`src/verilog/bps_defines.svh`:
```
`ifndef BPS_DEFINES_SVH
`define BPS_DEFINES_SVH

// ****************************************************************
// clock and timing
// ****************************************************************
`define BPS_CLK_MHZ 100
// settle time before a strap level is taken, in ns
`define BPS_STRAP_SETTLE_NS 1000
`define BPS_STRAP_CYC \
	((`BPS_STRAP_SETTLE_NS * `BPS_CLK_MHZ + 999) / 1000)
// i2c bus rate in kHz, one bit is four quarter phases
`define BPS_I2C_KHZ 100
`define BPS_I2C_QTR_CYC ((`BPS_CLK_MHZ * 1000) / (4 * `BPS_I2C_KHZ))

// ****************************************************************
// power limit
// ****************************************************************
`define BPS_LOWPWR_MAX 8'h32
`define BPS_POL_RST 1'b1

// ****************************************************************
// eeprom access and layout
// ****************************************************************
`define BPS_EE_ADDR_W 8'hA0
`define BPS_EE_ADDR_R 8'hA1
`define BPS_EE_START 8'h00
`define BPS_EE_BYTES 8
`define BPS_EE_VID_LO 0
`define BPS_EE_VID_HI 1
`define BPS_EE_PID_LO 2
`define BPS_EE_PID_HI 3
`define BPS_EE_ATTR 4
`define BPS_EE_MAXP 5
`define BPS_EE_SIG 7

// ****************************************************************
// configuration defaults and attribute fields
// ****************************************************************
`define BPS_ATTR_DEF 8'hA0
`define BPS_ATTR_BASE 8'h80
`define BPS_ATTR_SELF_BIT 6
`define BPS_ATTR_RWK_BIT 5
`define BPS_MAXP_DEF 8'h2F
`define BPS_ID_RST 16'h0000

`endif

```
`src/verilog/bps_pkg.sv`:
```
`include "bps_defines.svh"

package bps_pkg;

	// ************************************************************
	// sequencer states
	// ************************************************************
	typedef enum logic [2:0] {
		TS_STRAP = 3'b001,
		TS_EE = 3'b010,
		TS_RUN = 3'b100
	} bps_top_st_t;

	typedef enum logic [4:0] {
		I2_IDLE = 5'b00001,
		I2_START = 5'b00010,
		I2_BIT = 5'b00100,
		I2_RSTART = 5'b01000,
		I2_STOP = 5'b10000
	} bps_i2c_st_t;

endpackage

```
`src/verilog/bps_top.sv`:
```
`timescale 1ns/1ps
`include "bps_defines.svh"

module bps_top import bps_pkg::*; #(
	parameter int STRAP_CYC = `BPS_STRAP_CYC,
	parameter int QTR_CYC = `BPS_I2C_QTR_CYC,
	parameter logic [7:0] SIG = 8'h5A, // arbitrary signature value
	parameter logic [15:0] VID_DEF = 16'h1234, // arbitrary vendor code
	parameter logic [15:0] PID_DEF = 16'h5678 // arbitrary product code
) (
	// clock, reset, enable
	input wire logic ref_clk,
	input wire logic srst,
	input wire logic clk_en,
	// usb state from the same clock domain
	input wire logic usb_suspend,
	input wire logic usb_configured,
	input wire logic usb_bus_reset,
	// power limit pin
	input wire logic limit_pin_in,
	output logic limit_pin_out,
	output logic limit_pin_oe,
	// i2c pins, open drain
	input wire logic sda_in,
	output logic sda_out,
	output logic sda_oe,
	input wire logic scl_in,
	output logic scl_out,
	output logic scl_oe,
	// configuration result
	output logic bus_power_limit_flag,
	output logic cfg_done,
	output logic eeprom_valid,
	output logic remote_wakeup_en,
	output logic self_powered,
	output logic [15:0] cfg_vendor_id,
	output logic [15:0] cfg_product_id,
	output logic [7:0] cfg_attr,
	output logic [7:0] cfg_max_power
);

	// ************************************************************
	// pin synchronisers
	// ************************************************************
	logic [2:0] pin_raw;
	logic [2:0] sync1_r;
	logic [2:0] sync2_r;
	logic lim_s;
	logic sda_s;
	logic scl_s;

	assign pin_raw = {limit_pin_in, scl_in, sda_in};
	assign lim_s = sync2_r[2];
	assign scl_s = sync2_r[1];
	assign sda_s = sync2_r[0];

	// two flops per pin, only the second is read by logic
	genvar gi;
	generate
		for (gi = 0; gi < 3; gi++) begin : g_sync
			always_ff @(posedge ref_clk) begin
				if (srst) begin
					sync1_r[gi] <= 1'b1;
					sync2_r[gi] <= 1'b1;
				end else if (clk_en) begin
					sync1_r[gi] <= pin_raw[gi];
					sync2_r[gi] <= sync1_r[gi];
				end
			end
		end
	endgenerate

	// ************************************************************
	// eeprom reader
	// ************************************************************
	logic ee_start_r;
	logic ee_busy;
	logic ee_done;
	logic ee_ok;
	logic [63:0] ee_data;

	bps_i2c_rd #(
		.QTR_CYC(QTR_CYC),
		.SIG(SIG)
	) u_rd (
		.ref_clk(ref_clk),
		.srst(srst),
		.clk_en(clk_en),
		.start(ee_start_r),
		.sda_in(sda_s),
		.sda_oe(sda_oe),
		.scl_oe(scl_oe),
		.busy(ee_busy),
		.done(ee_done),
		.ok(ee_ok),
		.data(ee_data)
	);

	// open-drain data value is always low, only the enables move
	always_ff @(posedge ref_clk) begin
		if (srst) begin
			sda_out <= 1'b0;
			scl_out <= 1'b0;
		end else if (clk_en) begin
			sda_out <= 1'b0;
			scl_out <= 1'b0;
		end
	end

	// ************************************************************
	// power-up configuration sequencer
	// ************************************************************
	bps_top_st_t st_r;
	logic [15:0] st_cnt_r;
	logic straps_hi;

	assign straps_hi = sda_s & scl_s;

	// eeprom byte picker
	function automatic logic [7:0] ee_byte(input logic [63:0] d,
			input int idx);
		ee_byte = d[idx*8 +: 8];
	endfunction

	// strap settle, optional eeprom read, then run
	always_ff @(posedge ref_clk) begin
		if (srst) begin
			st_r <= TS_STRAP;
			st_cnt_r <= 16'h0000;
			ee_start_r <= 1'b0;
			cfg_done <= 1'b0;
			eeprom_valid <= 1'b0;
			remote_wakeup_en <= 1'b0;
			self_powered <= 1'b0;
			cfg_vendor_id <= `BPS_ID_RST;
			cfg_product_id <= `BPS_ID_RST;
			cfg_attr <= `BPS_ATTR_DEF;
			cfg_max_power <= `BPS_MAXP_DEF;
		end else if (clk_en) begin
			ee_start_r <= 1'b0;
			case (st_r)
				TS_STRAP: begin
					st_cnt_r <= st_cnt_r + 16'h0001;
					// lines released by the reader while waiting
					if (st_cnt_r == 16'(STRAP_CYC - 1) && !ee_busy) begin
						if (straps_hi) begin
							st_r <= TS_EE;
							ee_start_r <= 1'b1;
						end else begin
							st_r <= TS_RUN;
							cfg_done <= 1'b1;
							cfg_vendor_id <= VID_DEF;
							cfg_product_id <= PID_DEF;
							remote_wakeup_en <= ~sda_s;
							self_powered <= scl_s;
							// invert before zero-extending, else upper bits flip
							cfg_attr <= `BPS_ATTR_BASE
								| ({7'h00, scl_s} << `BPS_ATTR_SELF_BIT)
								| ({7'h00, ~sda_s} << `BPS_ATTR_RWK_BIT);
							cfg_max_power <= `BPS_MAXP_DEF;
						end
					end
				end
				TS_EE: if (ee_done) begin
					st_r <= TS_RUN;
					cfg_done <= 1'b1;
					if (ee_ok) begin
						// signature matched, take the stored bytes
						eeprom_valid <= 1'b1;
						cfg_vendor_id <= {ee_byte(ee_data, `BPS_EE_VID_HI),
							ee_byte(ee_data, `BPS_EE_VID_LO)};
						cfg_product_id <= {ee_byte(ee_data, `BPS_EE_PID_HI),
							ee_byte(ee_data, `BPS_EE_PID_LO)};
						cfg_attr <= ee_byte(ee_data, `BPS_EE_ATTR);
						cfg_max_power <= ee_byte(ee_data, `BPS_EE_MAXP);
						remote_wakeup_en <=
							ee_data[`BPS_EE_ATTR*8 + `BPS_ATTR_RWK_BIT];
						self_powered <=
							ee_data[`BPS_EE_ATTR*8 + `BPS_ATTR_SELF_BIT];
					end else begin
						// eeprom ignored, both straps were high
						cfg_vendor_id <= VID_DEF;
						cfg_product_id <= PID_DEF;
						remote_wakeup_en <= 1'b0;
						self_powered <= 1'b1;
						cfg_attr <= `BPS_ATTR_BASE
							| (8'h01 << `BPS_ATTR_SELF_BIT);
						cfg_max_power <= `BPS_MAXP_DEF;
					end
				end
				TS_RUN: st_r <= TS_RUN;
				default: st_r <= TS_STRAP;
			endcase
		end
	end

	// ************************************************************
	// limit pin polarity strap
	// ************************************************************
	logic sampling_r;
	logic [15:0] samp_cnt_r;
	logic pol_r;

	// release the pin and take its level after reset or bus reset
	always_ff @(posedge ref_clk) begin
		if (srst) begin
			sampling_r <= 1'b1;
			samp_cnt_r <= 16'h0000;
			pol_r <= `BPS_POL_RST;
		end else if (clk_en) begin
			if (usb_bus_reset) begin
				sampling_r <= 1'b1;
				samp_cnt_r <= 16'h0000;
			end else if (sampling_r) begin
				samp_cnt_r <= samp_cnt_r + 16'h0001;
				if (samp_cnt_r == 16'(STRAP_CYC - 1)) begin
					sampling_r <= 1'b0;
					pol_r <= lim_s;
				end
			end
		end
	end

	// ************************************************************
	// power limit output
	// ************************************************************
	logic limit_need;

	// suspend always limits, unconfigured limits a high-power device
	assign limit_need = usb_suspend
		| ((cfg_max_power > `BPS_LOWPWR_MAX) & ~usb_configured);

	always_ff @(posedge ref_clk) begin
		if (srst) begin
			bus_power_limit_flag <= 1'b1;
			limit_pin_out <= `BPS_POL_RST;
			limit_pin_oe <= 1'b0;
		end else if (clk_en) begin
			bus_power_limit_flag <= limit_need;
			// asserted level follows the sampled polarity
			limit_pin_out <= limit_need ? pol_r : ~pol_r;
			limit_pin_oe <= ~sampling_r & ~usb_bus_reset;
		end
	end

endmodule // bps_top

```
`src/verilog/bps_i2c_rd.sv`:
```
`timescale 1ns/1ps
`include "bps_defines.svh"

module bps_i2c_rd import bps_pkg::*; #(
	parameter int QTR_CYC = `BPS_I2C_QTR_CYC,
	parameter logic [7:0] SIG = 8'h5A // arbitrary signature value
) (
	// clock and control
	input wire logic ref_clk,
	input wire logic srst,
	input wire logic clk_en,
	input wire logic start,
	// synchronised data line
	input wire logic sda_in,
	// open-drain enables, high pulls the line low
	output logic sda_oe,
	output logic scl_oe,
	// result
	output logic busy,
	output logic done,
	output logic ok,
	output logic [63:0] data
);

	// ************************************************************
	// state
	// ************************************************************
	bps_i2c_st_t st_r;
	logic [15:0] qcnt_r;
	logic [1:0] ph_r;
	logic [3:0] bit_r;
	logic [3:0] step_r;
	logic [7:0] sh_r;
	logic nack_r;
	logic [7:0] mem [0:`BPS_EE_BYTES-1];
	logic tick;
	logic rd;
	logic last;

	// byte sent in each write step
	function automatic logic [7:0] tx_byte(input logic [3:0] s);
		case (s)
			4'h0: tx_byte = `BPS_EE_ADDR_W;
			4'h1: tx_byte = `BPS_EE_START;
			default: tx_byte = `BPS_EE_ADDR_R;
		endcase
	endfunction

	assign tick = (qcnt_r == 16'(QTR_CYC - 1));
	assign rd = (step_r >= 4'h3);
	assign last = (step_r == 4'hA);

	// flatten the byte store
	genvar gi;
	generate
		for (gi = 0; gi < `BPS_EE_BYTES; gi++) begin : g_data
			assign data[gi*8 +: 8] = mem[gi];
		end
	endgenerate

	// quarter-bit timer, runs only during a transfer
	always_ff @(posedge ref_clk) begin
		if (srst) begin
			qcnt_r <= 16'h0000;
		end else if (clk_en) begin
			if (st_r == I2_IDLE || tick)
				qcnt_r <= 16'h0000;
			else
				qcnt_r <= qcnt_r + 16'h0001;
		end
	end

	// transfer sequencer: write address, repeated start, read 8 bytes
	always_ff @(posedge ref_clk) begin
		if (srst) begin
			st_r <= I2_IDLE;
			ph_r <= 2'h0;
			bit_r <= 4'h0;
			step_r <= 4'h0;
			sh_r <= 8'h00;
			nack_r <= 1'b0;
			sda_oe <= 1'b0;
			scl_oe <= 1'b0;
			busy <= 1'b0;
			done <= 1'b0;
			ok <= 1'b0;
			for (int i = 0; i < `BPS_EE_BYTES; i++)
				mem[i] <= 8'h00;
		end else if (clk_en) begin
			done <= 1'b0;
			if (tick)
				ph_r <= ph_r + 2'h1;
			case (st_r)
				I2_IDLE: begin
					sda_oe <= 1'b0;
					scl_oe <= 1'b0;
					if (start) begin
						st_r <= I2_START;
						ph_r <= 2'h0;
						step_r <= 4'h0;
						bit_r <= 4'h0;
						nack_r <= 1'b0;
						sh_r <= tx_byte(4'h0);
						busy <= 1'b1;
					end
				end
				I2_START: if (tick) begin
					if (ph_r == 2'h1)
						sda_oe <= 1'b1;
					if (ph_r == 2'h2)
						scl_oe <= 1'b1;
					if (ph_r == 2'h3)
						st_r <= I2_BIT;
				end
				I2_BIT: if (tick) begin
					case (ph_r)
						2'h0: begin
							scl_oe <= 1'b1;
							if (bit_r == 4'h8)
								sda_oe <= rd & ~last; // ack all but the last
							else
								sda_oe <= rd ? 1'b0 : ~sh_r[7];
						end
						2'h1: scl_oe <= 1'b0;
						2'h2: begin
							if (bit_r == 4'h8 && !rd && sda_in)
								nack_r <= 1'b1;
							if (bit_r != 4'h8 && rd)
								sh_r <= {sh_r[6:0], sda_in};
						end
						default: begin
							scl_oe <= 1'b1;
							if (bit_r != 4'h8) begin
								bit_r <= bit_r + 4'h1;
								if (!rd)
									sh_r <= {sh_r[6:0], 1'b0};
							end else begin
								bit_r <= 4'h0;
								if (rd)
									mem[3'(step_r - 4'h3)] <= sh_r;
								if (nack_r || last) begin
									st_r <= I2_STOP;
								end else if (step_r == 4'h1) begin
									st_r <= I2_RSTART;
								end else begin
									step_r <= step_r + 4'h1;
									sh_r <= tx_byte(step_r + 4'h1);
								end
							end
						end
					endcase
				end
				I2_RSTART: if (tick) begin
					case (ph_r)
						2'h0: sda_oe <= 1'b0;
						2'h1: scl_oe <= 1'b0;
						2'h2: sda_oe <= 1'b1;
						default: begin
							scl_oe <= 1'b1;
							step_r <= 4'h2;
							sh_r <= tx_byte(4'h2);
							st_r <= I2_BIT;
						end
					endcase
				end
				I2_STOP: if (tick) begin
					case (ph_r)
						2'h0: sda_oe <= 1'b1;
						2'h1: scl_oe <= 1'b0;
						2'h2: sda_oe <= 1'b0;
						default: begin
							st_r <= I2_IDLE;
							busy <= 1'b0;
							done <= 1'b1;
							ok <= ~nack_r & (mem[`BPS_EE_SIG] == SIG);
						end
					endcase
				end
				default: st_r <= I2_IDLE;
			endcase
		end
	end

endmodule // bps_i2c_rd

```
`config.mk`:
```
export PLATFORM = sky130hd
export DESIGN_NAME = bps_top
export DESIGN_NICKNAME = d
export VERILOG_FILES = /design/src/verilog/bps_pkg.sv /design/src/verilog/bps_top.sv /design/src/verilog/bps_i2c_rd.sv
export VERILOG_INCLUDE_DIRS = /design/src /design/src/verilog
export SDC_FILE = /design/constraint.sdc
export NUM_CORES = 1
export LEC_CHECK = 0
export BUFFER_PORTS_ARGS = -buffer_cell sky130_fd_sc_hd__buf_2
export CORE_ASPECT_RATIO = 0.8
export CORE_MARGIN = 10
export CORE_UTILIZATION = 60
export DETAILED_ROUTE_END_ITERATION = 10
export HOLD_SLACK_MARGIN = 0.1
export PLACE_DENSITY = 0.89
export REMOVE_ABC_BUFFERS = 1
export SLEW_MARGIN = 20
export SYNTH_ARGS = -nofsm -noshare
export SYNTH_HDL_FRONTEND = slang
export SYNTH_SLANG_ARGS = --single-unit
```
`constraint.sdc`:
```
create_clock -name ref_clk -period 3.25 [get_ports ref_clk]
set_input_delay 0.65 -clock ref_clk [delete_from_list [all_inputs] [get_ports ref_clk]]
set_output_delay 0.65 -clock ref_clk [all_outputs]
set_load 0.005 [all_outputs]
```
After elaboration in Yosys (flattened, before gate mapping)
Memories as Yosys holds them, arrays and structs flattened.
Index checks and enable logic that the tools add are counted.
Storage, ports and cells
  register bits after elaboration: 144
  RAM bits: 64
  bits of input ports: 9
  output and inout bits: 59
  logic and storage cells: 281
  memories: 1
Cells by class
  add/sub/neg operators: 7
  magnitude comparators: 2
  eq/ne operators: 51
  mux-type cells: 134
  bitwise operators: 16
  reductions and logical operators: 35
Memories
  u_rd.mem: depth 8, width 8, read ports 7, clocked after Yosys merged registers in 0, write ports 8, RTL line bps_i2c_rd.sv:35  | logic [7:0] mem [0:`BPS_EE_BYTES-1];
Operator list (number)
  2-to-1 mux 16 bit: 11
  2-to-1 mux 8 bit: 18
  one-hot mux 16 bit (2 select lines): 2
  one-hot mux 8 bit (2 select lines): 4
  2-to-1 mux 5 bit: 12
  2-to-1 mux 1 bit: 53
  adder 16 x 1 -> 16 bit, second input constant: 3
  2-to-1 mux 4 bit: 11
  == test 16 x 7 -> 1 bit, second input constant: 2
  AND reduction 10 bit: 3
  one-hot mux 5 bit (5 select lines): 1
  != test 2 x 1 -> 1 bit, second input constant: 12
  != test 2 bit, second input constant: 12
  one-hot mux 8 bit (3 select lines): 1
  one-hot mux 1 bit (2 select lines): 9
  == test 16 x 8 -> 1 bit, second input constant: 1
  AND reduction 5 bit: 3
  2-to-1 mux 3 bit: 4
  one-hot mux 4 bit (3 select lines): 1
  AND reduction 12 bit: 1
  AND reduction 4 bit: 3
  AND reduction 11 bit: 1
  one-hot mux 1 bit (5 select lines): 2
  != test 3 x 1 -> 1 bit, second input constant: 3
  other kinds (42): 72

Longest topological paths before layout
  depth in word-level cells: 11
  gate-level depth with buffers: 9
  depth with buffers taken out: 7

Modules after synthesis
Synthesis repeated with hierarchy kept, for this count alone.
Unflattened totals
  cells, all modules: 959
  area, all modules: 9277.6 um^2
By module, submodules not included
  bps_i2c_rd: times used 1, cells each 501, area an instance 5222.5 um^2, sequential area each 2822.7 um^2
  bps_top: times used 1, cells each 458, area an instance 4055.1 um^2, sequential area each 1961.9 um^2

Worst setup path after synthesis
Ideal clock, no wire load.
  path type: flip-flop to flip-flop
  from: register u_rd.qcnt_r[0]
  to: memory u_rd.mem[2][0], enable pin
  setup time: 0.384 ns
  arrival time: 2.397 ns
  required time: 2.866 ns
  slack: 0.469 ns
  stages on the path, launching flop included: 6
  period minus slack after synthesis: 2.781 ns
  cells stage by stage: dfxtp_1 > ha_1 > or3b_2 > nor4_2 > nand4_1 > o21ai_0
RTL lines
  start, declared: RTL line bps_i2c_rd.sv:29  | logic [15:0] qcnt_r;
  start signal, assigned: RTL line bps_i2c_rd.sv:69  | qcnt_r <= qcnt_r + 16'h0001;
  end, declared: RTL line bps_i2c_rd.sv:35

==> flow_summary.yaml <==
synthesis:
  netlist_area_sq_um: 9160
  seq_area_frac_synth_pct: 49.6
  yosysWarnings: 0
  synthTopCellsByArea: "dfxtp_1 31%, edfxtp_1 18%, a21oi_1 4.3%, and2_1 4.0%, o21ai_0 3.3%"
  synthFlopType: "dfxtp_1"
  synth_top_area_share_pct: 31.3
  synth_cell_type_count: 80
  synthCells: 977
  synth_area_leader_cell: "dfxtp_1"
  ys_ff_latch: 199
  synth_edf_count: 56
  ys_async_sr_fraction_pct: 0
  post_synth.cell_area_avg_sq_um: 9.37
critical_path:
  endpoint_kind: "flop"
  reg2reg_from: "u_rd.qcnt_r[0]"
  arrival_ns: 3.00
  rr_worst_depth: 6
  cp_num_buf_inv: 1
  crit_fanout: 8
  slowest_delay_ns: 0.53
  r2r_slack_ns: 0.41
  timing.rr.end: "u_rd.mem[2][5]"
  cp_slowest_cell: "or3b_2"
  worst_path_dominant_cell_family: "simple AND/OR/NAND/NOR gates"
  critical_path_class: "reg -> reg"
  worst-endpoint-required_ns: 3.41
  start_kind: "flop"
  path_cells: "ha_1 -> or3b_2 -> nor4_2 -> nand4_1 -> o21ai_0 -> buf_4"
cts:
  clockBufferDepth: 2
  cts_tree: "yes"
  ctsResizeCount: 0
  path_clk_slew_ns: 0.08
  postCtsSetupBuffers: 0
  cts_inserted_buffers: 17
  hold_buffers: 0
  clk_latency_ns: 0.45
  clock-sinks: 199
  h-tree-depth: 4
  cts_root_buf: "clkbuf_16"
sta:
  hold_violations: 0
  slew_violations: 0
  period_share_pct: 87.5
  max_slew.worst_pin.slew_ns: 0.837
  finClkSkew_ns: 0.0103
  period_needed_ns: 2.84
  rsz0062_at_grt: "false"
  setup_ws_ns: 0.407
  finalSetupViolations: 0
  finalSetupTns_ns: 0
  max_clock_freq_mhz: 352
  slew_headroom_pct: 43.5
power:
  cellPowerDensity_nw_per_um2: 488
  fin_total_pwr_mw: 5.00
  ir_worst_vdd_mv: 0.299
  power_leakage_nw: 3.65
drt:
  wl_microns: 22500
  ant_nets: 0
  viasPerCell: 6.27
  num_vias: 7690
  wl_per_cell_microns: 18.3
  drtIter0Drc: 974
  drc: 0
  drtPass1Iterations: 6
final_layout:
  n_antenna_cell: 0
  final_util_pct: 68.4
  nets: 1048
  final_cell_count_no_fill: 1226
  layout-drive-gt1-share_pct: 14.6
  area_delta_synth_final_pct: 11.8
place:
  gp_congestion: 0.976
  dp_slack_ns: 0.470
  portBuffers: 65
  hpwl_microns: 14900
  dp.cells: 1194
floorplanning:
  rows: 40
  die_width_microns: 158
  initial_core_util_pct: 61.2
  die_y_microns: 130
  dieArea_sq_um: 20600
  core_area_sq_um: 15000
  ios: 68
worst_hold_path:
  hp-class: "in -> reg"
  hold_depth: 3
  min_from: "limit_pin_in"
  hold_path_end: "sync1_r[2]"
outcome:
  status: "finished, final reports clean"
grt:
  grt_first_pass_wirelength_microns: 36400
  grt_usage_pct: 21.9
  overflow: 0
  antenna_found_initial: 0
  first_global_vias: 7242
  grt_max_degree: 52
flow_run:
  maxCapViolCount: 0
-- state kept, by name, summed over array words and instances, names as in the netlist, 5 cells and up --
name,count
cfg_attr,8
u_rd.sh_r,8
u_rd.mem,56
u_rd.st_r,5
u_rd.qcnt_r,16
st_cnt_r,16
samp_cnt_r,16
cfg_vendor_id,16
cfg_max_power,8
cfg_product_id,16
-- Yosys cell counts, types with 3 or more instances --
cell type,n
clkbuf_1,47
nor2_1,75
nand2_1,78
and3_1,10
a21oi_1,78
ha_1,15
buf_2,6
edfxtp_1,56
nand4_1,45
a211o_1,3
or4_1,6
o31ai_1,3
nand3b_1,7
xnor2_1,23
nor2b_1,6
nand2b_1,3
nor4_1,32
nor3_1,38
mux2i_1,18
nor3b_1,8
a31oi_1,6
or3_1,10
nor4b_1,3
nand3_1,17
dfxtp_1,143
and2_1,58
buf_1,4
buf_4,3
o21ai_0,60
o211ai_1,5
inv_1,19
nor2_2,7
xor2_1,26
-- area by class of cell --
cell class | instances | area, sq um
Inverter | 20 | 75.1
Clock inverter | 13 | 133
Tap cell | 189 | 236
Timing Repair Buffer | 88 | 498
Clock buffer | 19 | 453
Multi-Input combinational cell | 698 | 4300
Sequential cell | 199 | 4540
Fill cell | 1080 | 4730
-- cell families (layout without fill, tap and decap cells) --
kind of cell,after synthesis,after routing,share of synthesized area [%]
buffers and inverters,81,140,3.65
other,1,2,0.0410
AO/OA/AOI/OAI,187,187,11.9
flip-flops,199,199,49.6
XOR/XNOR,49,49,4.69
multiplexers,21,21,2.38
adder cells (fa/ha/maj),15,15,2.05
AND/OR/NAND/NOR,424,424,25.6
-- how the worst max path moves through the flow --
stage / startpoint / endpoint / depth (start not counted)
2_1_floorplan: st_r[0] / st_r[2] / 5
3_3_place_gp: u_rd.qcnt_r[0] / u_rd.mem[2][2] / 6
3_5_place_dp: u_rd.qcnt_r[0] / u_rd.mem[2][1] / 6
4_1_cts: u_rd.qcnt_r[0] / u_rd.mem[2][5] / 6
5_1_grt: u_rd.qcnt_r[0] / u_rd.mem[2][0] / 6
6_report: u_rd.qcnt_r[0] / u_rd.mem[2][5] / 6
-- metal layers --
layer	vias up	track usage [%]	wire length (microns)
met2	407	33.9	10300
li1	3623	-	-
met4	0	8.81	527
met3	57	5.55	2220
met5	-	0	0
met1	3603	28.7	9420
-- report_power, final --
part           internal, mW  switching [mW]  leakage [nW]
registers              2.60          0.0336          1.69
logic                0.0782           0.221          1.67
clock network          1.06            1.00         0.292
-- cell usage in the layout, fill, tap and decap left out, types with 6 or more instances in the layout --
| cell type | n |
|---|---|
| dfxtp_1 | 143 |
| nor2_2 | 7 |
| nand2_1 | 78 |
| o21ai_0 | 60 |
| xor2_1 | 26 |
| clkbuf_16 | 17 |
| nor3b_1 | 8 |
| nand4_1 | 45 |
| a21oi_1 | 77 |
| nor2_1 | 75 |
| mux2i_1 | 18 |
| buf_2 | 65 |
| nand3b_1 | 7 |
| nand3_1 | 17 |
| and3_1 | 10 |
| nor2b_1 | 6 |
| and2_1 | 58 |
| inv_1 | 19 |
| nor4_1 | 32 |
| xnor2_1 | 23 |
| nor3_1 | 37 |
| or3_1 | 10 |
| ha_1 | 15 |
| a31oi_1 | 6 |
| edfxtp_1 | 56 |
| buf_4 | 23 |
| or4_1 | 6 |
-- through the flow --
stage | instance area (sq um) | hold WS (ns)
6_report | 10200 | 0.425
4_1_cts | 10200 | 0.411
3_5_place_dp | 9650 | 0.450
5_1_grt | 10200 | 0.427
3_3_place_gp | 9650 | 0.450
2_1_floorplan | 8900 | 0.441
-- worst register-to-register path: stages, from the launching register on --
cell and delay [ns]:
dfxtp_1 0.42, ha_1 0.18, or3b_2 0.53, nor4_2 0.51
nand4_1 0.38, o21ai_0 0.31, buf_4 0.23
No activity file was read; power rests on OpenSTA's default activity.
